File: src/rtl/adsc_cfg.svh
// Constants for the auxiliary drive speed control block
`ifndef ADSC_CFG_SVH
`define ADSC_CFG_SVH
`define ADSC_CLK_NS 32'h0000_0064
`define ADSC_MS_NS 32'h000f_4240
`define ADSC_HOLD_MS 10'h1f4
`define ADSC_RAMP_MS 5'h14
`define ADSC_TAMPER_MS 16'h7530
`define ADSC_OFF_CTRL 5'h00
`define ADSC_OFF_RESUME 5'h04
`define ADSC_OFF_LOWER 5'h08
`define ADSC_OFF_UPPER 5'h0c
`define ADSC_OFF_STEP 5'h10
`define ADSC_OFF_VLIM 5'h14
`define ADSC_OFF_STATUS 5'h18
`define ADSC_OFF_SETSPD 5'h1c
`define ADSC_CTRL_EN 0
`define ADSC_CTRL_OUT_EN 1
`define ADSC_CTRL_BRAKE 2
`define ADSC_CTRL_PARK 3
`define ADSC_CTRL_OUT_PARK 4
`define ADSC_CTRL_WSTART 5
`define ADSC_RST_CTRL 6'h17
`define ADSC_RST_RESUME 12'h2ee
`define ADSC_RST_LOWER 12'h1f4
`define ADSC_RST_UPPER 12'h9c4
`define ADSC_RST_STEP 8'h32
`define ADSC_RST_VLIM 8'h0c
`define ADSC_RPM_MIN 12'h1f4
`define ADSC_RPM_MAX 12'h9c4
`define ADSC_STEP_MIN 16'h0001
`define ADSC_STEP_MAX 16'h00fa
`define ADSC_VLIM_MAX 16'h001e
`endif

File: src/rtl/adsc_pkg.sv
// Types for the auxiliary drive speed control block
package adsc_pkg;
  typedef logic [11:0] adsc_rpm_t;
  typedef logic [15:0] adsc_word_t;
  typedef logic [7:0] adsc_byte_t;
  typedef enum logic [1:0]
  {
    ADSC_BTN_IDLE = 2'b00,
    ADSC_BTN_PRESS = 2'b01,
    ADSC_BTN_RAMP = 2'b11
  } adsc_btn_t;
endpackage : adsc_pkg

File: src/rtl/adsc_top.sv
// Auxiliary drive gating and stationary engine speed control
//
// Design decisions made here: the plain strobed port and the address map.
`include "adsc_cfg.svh"
module adsc_top #(
  parameter int unsigned P_MS_CYC = `ADSC_MS_NS / `ADSC_CLK_NS,
  parameter int unsigned P_TAMPER_MS = `ADSC_TAMPER_MS
)
(
  input wire logic i_clk,
  input wire logic i_sys_rst,
  input wire logic [4:0] i_addr,
  input wire adsc_pkg::adsc_word_t i_wdata,
  input wire logic i_wr,
  input wire logic i_rd,
  output adsc_pkg::adsc_word_t o_rdata,
  input wire logic i_key_on,
  input wire logic i_cc_on,
  input wire logic i_resume,
  input wire logic i_set_inc,
  input wire logic i_set_dec,
  input wire logic i_remote_inc,
  input wire logic i_remote_dec,
  input wire logic i_brake,
  input wire logic i_park_brake,
  input wire logic i_enable_in,
  input wire adsc_pkg::adsc_rpm_t i_eng_rpm,
  input wire logic i_eng_fault,
  input wire adsc_pkg::adsc_byte_t i_veh_kmh,
  input wire logic i_vss_fault,
  input wire logic i_accel_override,
  input wire adsc_pkg::adsc_rpm_t i_accel_rpm,
  input wire adsc_pkg::adsc_byte_t i_accel_pos,
  output logic o_speed_ctl_active,
  output adsc_pkg::adsc_rpm_t o_speed_req,
  output logic o_aux_drive_n,
  output logic o_tamper_release
);
  import adsc_pkg::*;

  logic [5:0] ctrl_reg;
  adsc_rpm_t resume_reg;
  adsc_rpm_t lower_reg;
  adsc_rpm_t upper_reg;
  adsc_byte_t step_reg;
  adsc_byte_t vlim_reg;
  logic [15:0] ms_cnt_reg;
  logic ms_tick_reg;
  logic armed_reg;
  logic resume_d_reg;
  logic wreq_d_reg;
  logic active_reg;
  logic wired_src_reg;
  adsc_rpm_t set_reg;
  adsc_btn_t btn_reg;
  logic dir_dn_reg;
  logic [9:0] hold_reg;
  logic [4:0] ramp_reg;
  logic brake_d_reg;
  adsc_byte_t pos_d_reg;
  logic [15:0] tamper_reg;

  // Register writes, out of range values are dropped
  wire adsc_rpm_t wd_rpm = i_wdata[11:0];
  wire wd_hi_zero = (i_wdata[15:12] == 4'h0);
  wire rpm_in_win = wd_hi_zero && (wd_rpm >= `ADSC_RPM_MIN) && (wd_rpm <= `ADSC_RPM_MAX);
  wire wr_ctrl = i_wr && (i_addr == `ADSC_OFF_CTRL);
  wire wr_resume = i_wr && (i_addr == `ADSC_OFF_RESUME) && wd_hi_zero &&
    (wd_rpm >= lower_reg) && (wd_rpm <= upper_reg);
  wire wr_lower = i_wr && (i_addr == `ADSC_OFF_LOWER) && rpm_in_win &&
    (wd_rpm < upper_reg) && (wd_rpm <= resume_reg);
  wire wr_upper = i_wr && (i_addr == `ADSC_OFF_UPPER) && rpm_in_win &&
    (wd_rpm > lower_reg) && (wd_rpm >= resume_reg);
  wire wr_step = i_wr && (i_addr == `ADSC_OFF_STEP) &&
    (i_wdata >= `ADSC_STEP_MIN) && (i_wdata <= `ADSC_STEP_MAX);
  wire wr_vlim = i_wr && (i_addr == `ADSC_OFF_VLIM) && (i_wdata <= `ADSC_VLIM_MAX);

  always_ff @(posedge i_clk)
  begin
    if (i_sys_rst)
    begin
      ctrl_reg <= `ADSC_RST_CTRL;
      resume_reg <= `ADSC_RST_RESUME;
      lower_reg <= `ADSC_RST_LOWER;
      upper_reg <= `ADSC_RST_UPPER;
      step_reg <= `ADSC_RST_STEP;
      vlim_reg <= `ADSC_RST_VLIM;
    end
    else
    begin
      if (wr_ctrl)
        ctrl_reg <= i_wdata[5:0];
      if (wr_resume)
        resume_reg <= wd_rpm;
      if (wr_lower)
        lower_reg <= wd_rpm;
      if (wr_upper)
        upper_reg <= wd_rpm;
      if (wr_step)
        step_reg <= i_wdata[7:0];
      if (wr_vlim)
        vlim_reg <= i_wdata[7:0];
    end
  end

  // Millisecond enable for the button and tamper timers
  wire ms_wrap = (ms_cnt_reg == 16'(P_MS_CYC - 1));

  always_ff @(posedge i_clk)
  begin
    if (i_sys_rst)
    begin
      ms_cnt_reg <= 16'h0000;
      ms_tick_reg <= 1'b0;
    end
    else
    begin
      ms_cnt_reg <= ms_wrap ? 16'h0000 : ms_cnt_reg + 16'h0001;
      ms_tick_reg <= ms_wrap;
    end
  end

  // Activation conditions
  wire veh_ok = (i_veh_kmh <= vlim_reg) && !i_vss_fault;
  wire eng_ok = (i_eng_rpm != 12'h000) && !i_eng_fault;
  wire wired_ok = ctrl_reg[`ADSC_CTRL_EN] && i_cc_on && i_enable_in && armed_reg &&
    eng_ok && veh_ok;
  // Service brake deliberately absent here
  wire drive_next = wired_ok && ctrl_reg[`ADSC_CTRL_OUT_EN] &&
    (!ctrl_reg[`ADSC_CTRL_OUT_PARK] || i_park_brake);
  wire spd_ok = i_cc_on && veh_ok &&
    (!ctrl_reg[`ADSC_CTRL_BRAKE] || !i_brake) &&
    (!ctrl_reg[`ADSC_CTRL_PARK] || i_park_brake);
  wire wired_req = wired_ok && ctrl_reg[`ADSC_CTRL_WSTART];
  wire resume_rise = i_resume && !resume_d_reg;
  wire wired_rise = wired_req && !wreq_d_reg;
  wire engage = !active_reg && spd_ok && (resume_rise || wired_rise);
  wire drop = !spd_ok || (wired_src_reg && !wired_req);

  // Key cycle arming stops a stuck enable switch
  always_ff @(posedge i_clk)
  begin
    if (i_sys_rst)
      armed_reg <= 1'b0;
    else if (!i_key_on)
      armed_reg <= 1'b0;
    else if (!i_enable_in)
      armed_reg <= 1'b1;
  end

  // Buttons, remote ones only with park brake set
  wire btn_inc = i_set_inc || (i_remote_inc && i_park_brake);
  wire btn_dec = i_set_dec || (i_remote_dec && i_park_brake);
  wire btn_press = btn_inc ^ btn_dec;
  wire tap_pulse = (btn_reg == ADSC_BTN_PRESS) && !btn_press;
  wire hold_done = ms_tick_reg && (hold_reg == `ADSC_HOLD_MS - 10'h001);
  wire ramp_pulse = (btn_reg == ADSC_BTN_RAMP) && btn_press && ms_tick_reg &&
    (ramp_reg == `ADSC_RAMP_MS - 5'h01);

  always_ff @(posedge i_clk)
  begin
    if (i_sys_rst)
    begin
      btn_reg <= ADSC_BTN_IDLE;
      dir_dn_reg <= 1'b0;
      hold_reg <= 10'h000;
      ramp_reg <= 5'h00;
    end
    else
    begin
      unique case (btn_reg)
        ADSC_BTN_IDLE:
        begin
          hold_reg <= 10'h000;
          ramp_reg <= 5'h00;
          dir_dn_reg <= btn_dec;
          if (btn_press)
            btn_reg <= ADSC_BTN_PRESS;
        end
        ADSC_BTN_PRESS:
        begin
          if (!btn_press)
            btn_reg <= ADSC_BTN_IDLE;
          else if (hold_done)
            btn_reg <= ADSC_BTN_RAMP;
          else if (ms_tick_reg)
            hold_reg <= hold_reg + 10'h001;
        end
        ADSC_BTN_RAMP:
        begin
          if (!btn_press)
            btn_reg <= ADSC_BTN_IDLE;
          else if (ms_tick_reg)
            ramp_reg <= ramp_pulse ? 5'h00 : ramp_reg + 5'h01;
        end
        default:
          btn_reg <= ADSC_BTN_IDLE;
      endcase
    end
  end

  // Tap uses the step, ramp moves one RPM per interval
  wire adsc_byte_t amt = tap_pulse ? step_reg : 8'h01;
  wire [12:0] up_val = {1'b0, set_reg} + {5'h00, amt};
  wire [12:0] dn_val = {1'b0, set_reg} - {5'h00, amt};
  wire dn_under = dn_val[12] || (dn_val[11:0] < lower_reg);
  wire adsc_rpm_t up_clamp = (up_val > {1'b0, upper_reg}) ? upper_reg : up_val[11:0];
  wire adsc_rpm_t dn_clamp = dn_under ? lower_reg : dn_val[11:0];
  wire adjust = active_reg && !drop && (tap_pulse || ramp_pulse);
  wire adsc_rpm_t set_next = engage ? resume_reg :
    (adjust ? (dir_dn_reg ? dn_clamp : up_clamp) : set_reg);
  wire override = i_accel_override && (i_accel_rpm > set_reg);
  // Pedal demand is passed through unbounded
  wire adsc_rpm_t req_next = !active_reg ? 12'h000 :
    (override ? i_accel_rpm : set_reg);

  always_ff @(posedge i_clk)
  begin
    if (i_sys_rst)
    begin
      resume_d_reg <= 1'b0;
      wreq_d_reg <= 1'b0;
      active_reg <= 1'b0;
      wired_src_reg <= 1'b0;
      set_reg <= `ADSC_RST_RESUME;
    end
    else
    begin
      resume_d_reg <= i_resume;
      wreq_d_reg <= wired_req;
      set_reg <= set_next;
      if (engage)
      begin
        active_reg <= 1'b1;
        wired_src_reg <= wired_rise && !resume_rise;
      end
      else if (drop)
      begin
        active_reg <= 1'b0;
        wired_src_reg <= 1'b0;
      end
    end
  end

  // Tamper timer, restarts on any pedal movement
  wire pedal_held = i_brake || (i_accel_pos != 8'h00);
  wire pedal_moved = (i_brake != brake_d_reg) || (i_accel_pos != pos_d_reg);
  wire tamper_full = (tamper_reg == 16'(P_TAMPER_MS));

  always_ff @(posedge i_clk)
  begin
    if (i_sys_rst)
    begin
      brake_d_reg <= 1'b0;
      pos_d_reg <= 8'h00;
      tamper_reg <= 16'h0000;
    end
    else
    begin
      brake_d_reg <= i_brake;
      pos_d_reg <= i_accel_pos;
      if (!pedal_held || pedal_moved)
        tamper_reg <= 16'h0000;
      else if (ms_tick_reg && !tamper_full)
        tamper_reg <= tamper_reg + 16'h0001;
    end
  end

  // Register read path, one cycle latency
  wire adsc_word_t status_word = {10'h000, btn_press, spd_ok, wired_ok, armed_reg,
    !o_aux_drive_n, active_reg};
  wire adsc_word_t rd_mux =
    (i_addr == `ADSC_OFF_CTRL) ? {10'h000, ctrl_reg} :
    (i_addr == `ADSC_OFF_RESUME) ? {4'h0, resume_reg} :
    (i_addr == `ADSC_OFF_LOWER) ? {4'h0, lower_reg} :
    (i_addr == `ADSC_OFF_UPPER) ? {4'h0, upper_reg} :
    (i_addr == `ADSC_OFF_STEP) ? {8'h00, step_reg} :
    (i_addr == `ADSC_OFF_VLIM) ? {8'h00, vlim_reg} :
    (i_addr == `ADSC_OFF_STATUS) ? status_word :
    (i_addr == `ADSC_OFF_SETSPD) ? {4'h0, set_reg} : 16'h0000;

  always_ff @(posedge i_clk)
  begin
    if (i_sys_rst)
    begin
      o_rdata <= 16'h0000;
      o_speed_ctl_active <= 1'b0;
      o_speed_req <= 12'h000;
      o_aux_drive_n <= 1'b1;
      o_tamper_release <= 1'b0;
    end
    else
    begin
      o_rdata <= i_rd ? rd_mux : 16'h0000;
      o_speed_ctl_active <= active_reg;
      o_speed_req <= req_next;
      o_aux_drive_n <= !drive_next;
      o_tamper_release <= pedal_held && !pedal_moved && tamper_full;
    end
  end
endmodule : adsc_top

File: config.mk
export PLATFORM = sky130hd
export DESIGN_NAME = adsc_top
export DESIGN_NICKNAME = d
export VERILOG_FILES = /design/src/rtl/adsc_pkg.sv /design/src/rtl/adsc_top.sv
export VERILOG_INCLUDE_DIRS = /design/src /design/src/rtl
export SDC_FILE = /design/constraint.sdc
export NUM_CORES = 1
export LEC_CHECK = 0
export CAP_MARGIN = 20
export CELL_PAD_IN_SITES_DETAIL_PLACEMENT = 0
export CELL_PAD_IN_SITES_GLOBAL_PLACEMENT = 1
export CORE_MARGIN = 2
export CORE_UTILIZATION = 46
export CTS_BUF_LIST = sky130_fd_sc_hd__clkbuf_4
export DETAILED_ROUTE_END_ITERATION = 16
export DONT_BUFFER_PORTS = 1
export PLACE_DENSITY_LB_ADDON = 0.2
export SLEW_MARGIN = 10
export SYNTH_ARGS = -nofsm -noshare
export SYNTH_HDL_FRONTEND = slang
export SYNTH_SLANG_ARGS = --single-unit
File: constraint.sdc
create_clock -name i_clk -period 4.55 [get_ports i_clk]
set_input_delay 0.455 -clock i_clk [delete_from_list [all_inputs] [get_ports i_clk]]
set_output_delay 0.455 -clock i_clk [all_outputs]
set_load 0.03 [all_outputs]
==> results.ini <==
[worst_setup_path]
required_ps = 5060
reg2reg_to = set_reg[9]$_SDFFE_PP1P_
worstSetupPathType = in -> reg
r2r_cells = 20
path_max_fanout = 8
crit_arrival_ps = 4880
cp-end-kind = flip-flop
rr_startpoint = btn_reg[1]$_SDFFE_PP0P_
start_kind = input pin
r2r_setup_slack_ps = 210

[finish]
layout.nets = 1431
utilization_pct = 52.6
final_cells = 1543
n_fill_cell = 2104
post_route_cells_drive_above_1_share_pct = 10.5
synthToLayoutAreaGrowth_pct = 13.0
design_area_um2 = 11400

[synthesis]
synth_top_area_share_pct = 32.1
synth_area_leaders = dfxtp_1 (32%), ha_1 (13%), mux2i_1 (6.0%)
async_reset_ff_share_pct = 0
synth_ff_type = dfxtp_1
ys_seq_area_share_pct = 32.1
yosysUniqueCellTypes = 76
netlist_area_um2 = 10100
yosysWarningCount = 0
synth_edf_count = 0
synth_seq_cells = 162
syn_area_per_cell_um2 = 8.52
yosysTopAreaCell = dfxtp_1
postSynthCellCount = 1186

[routing]
dr.pass1.iters = 5
ant_nets = 0
drtIter0Drc = 889
drc = 0
routed_wl_um = 30800
num_vias = 8992
routedWlPerCell_um = 19.9
viasPerCell = 5.83

[floorplan]
start_util_pct = 46.6
coreArea_um2 = 21700
fp.dieH_um = 152
ios = 109
fp-row-count = 54
die_x_um = 152
dieArea_um2 = 23200

[clocking]
clkLatencyLatePin_ps = 570
cts_made_buffers = 17
clockBufferDepth = 2
cts_sinks = 162
cts-root-buf = clkbuf_4
htree_levels = 4
clk_pin_slew_ps = 140
cts_tree = built

[place]
numPortBuffers = 0
gp_congestion = 0.936
dpl.hpwl_um = 22200
place_ws_ps = -398
placed_cells = 1478
dpl-instance-area_um2 = 10700

[sta]
fmax_ghz = 0.229
max-slew-margin-rel_pct = 26.8
finalSetupTns_ps = 0
slew_violations = 0
min_period_ps = 4370
finalSetupViolCount = 0
final-hold-violation-count = 0
fin_skew_ps = 27.5
worst_slack_ps = 178
whs_ps = 49.5
fin_crit_sh_pct = 96.1
worstMarginPinSlew_ps = 1090

[hold_path]
whs_endpoint = o_speed_req[9]$_SDFF_PP0_
hp-start = i_accel_rpm[9]
hold_class = in -> reg
min_path_cells = 2

[global_routing]
grt_pass1_wl_um = 48200
overflow = 0
grt_pass1_vias = 8568
grt_max_degree = 55
antenna_found_initial = 1
grtUsageTotal_pct = 26.4

[power]
peakVddDrop_uv = 149
power_leakage_nw = 4.70
powerDensity_nw_per_um2 = 245
p_total_mw = 2.79

[job]
drv_cap = 0

[outcome]
status = finished clean

## cell usage in the layout (no fill, tap or decap), types with 25 or more instances in the layout
| cell | n |
|---|---|
| buf_4 | 63 |
| nand4_1 | 30 |
| xnor2_1 | 37 |
| xor2_1 | 31 |
| o21ai_0 | 30 |
| ha_1 | 101 |
| dfxtp_1 | 162 |
| mux2i_1 | 61 |
| nand3_1 | 38 |
| a21oi_1 | 53 |
| nor3_1 | 33 |
| inv_1 | 86 |
| nand2_1 | 66 |
| nor2_1 | 141 |
| dlygate4sd3_1 | 25 |
## power by group
part | internal [mW] | leakage [nW] | switching (mW) | total, mW
logic | 0.146 | 3.21 | 0.168 | 0.314
clock network | 0.497 | 0.181 | 0.533 | 1.03
registers | 1.43 | 1.31 | 0.0166 | 1.45
## worst max-delay path by stage
stage / startpoint / end / slack (ps) / cells after the start
after detailed placement: i_remote_inc / set_reg[9]$_SDFFE_PP1P_ / -400 / 22
after global routing: btn_reg[1]$_SDFFE_PP0P_ / set_reg[9]$_SDFFE_PP1P_ / -6 / 19
final: i_remote_inc / set_reg[9]$_SDFFE_PP1P_ / 180 / 23
after global placement: i_remote_dec / set_reg[9]$_SDFFE_PP1P_ / -300 / 25
after CTS: btn_reg[1]$_SDFFE_PP0P_ / set_reg[9]$_SDFFE_PP1P_ / 160 / 19
after floorplan: i_remote_inc / set_reg[9]$_SDFFE_PP1P_ / 7 / 22
## critical path, stage by stage
cell and delay, ps:
o21ai_0 210, a21o_1 190, nor2_2 60, nor3b_2 240, buf_12 170, nand2_2 90, buf_4 160, fa_1 420
a211o_1 270, o211ai_1 160, a21oi_1 150, nor2_1 160, xnor2_1 120, ha_1 220, a211oi_2 230, nand2_1 140
a2111oi_4 350, a211oi_2 130, a21bo_2 270, buf_4 140, mux2i_1 80, a311o_1 360, o21ai_1 110
## synth_stat cells (4+ instances only)
| master | instances |
|---|---|
| dfxtp_1 | 162 |
| nor2_1 | 142 |
| ha_1 | 101 |
| inv_1 | 86 |
| nand2_1 | 67 |
| mux2i_1 | 61 |
| a21oi_1 | 53 |
| nand3_1 | 38 |
| xnor2_1 | 37 |
| nor3_1 | 33 |
| clkbuf_1 | 32 |
| xor2_1 | 31 |
| nand4_1 | 30 |
| o21ai_0 | 30 |
| nor2b_1 | 20 |
| a21o_1 | 19 |
| o211ai_1 | 17 |
| a31oi_1 | 15 |
| nor4_1 | 15 |
| a22oi_1 | 14 |
| o22ai_1 | 13 |
| o21a_1 | 12 |
| nand2b_1 | 11 |
| and3_1 | 9 |
| a211oi_1 | 8 |
| or3_1 | 7 |
| a221oi_1 | 6 |
| buf_2 | 6 |
| mux2_2 | 6 |
| or2_2 | 6 |
| a211oi_2 | 5 |
| and2_1 | 5 |
| buf_1 | 5 |
| o2111ai_1 | 5 |
| a222oi_1 | 4 |
| a32oi_1 | 4 |
| and4_1 | 4 |
| buf_4 | 4 |
| buf_6 | 4 |
## metal layers
metal / vias to the layer above / wire [um] / part of all wire [%] / GRT usage [%]
li1: 4370 / - / - / -
met1: 4231 / 14400 / 47 / 37.7
met2: 349 / 13300 / 43 / 40.5
met3: 42 / 2330 / 7.6 / 5.09
met4: 0 / 686 / 2.2 / 7.83
met5: - / 0 / 0 / 0
## what timing repair did
item | in CTS | in global routing
setup buffers | 0 | 5
hold buffers | 24 | 2
setup endpoints to repair | 0 | 11
endpoints found under the hold margin | 67 | 2
resized for setup | 0 | 8
## final cells by class
class	instances	area, um2	area share, %
Multi-Input combinational cell	886	6330	55.4
Timing Repair Buffer	94	818	7.17
Sequential cell	162	3240	28.4
Antenna cell	1	2.50	0.0219
Clock inverter	13	208	1.82
Clock buffer	18	135	1.18
Tap cell	280	350	3.07
Inverter	89	334	2.93
## kinds of logic after synthesis
kind of cell	synth area share, %
buf+inv	5.77
flops	32.1
mux	6.94
other cells	0.0371
compound gates	16.8
fa+ha+maj	12.9
xor+xnor	5.90
simple gates	19.6
Note: power is estimated with default switching activity, not from simulation.
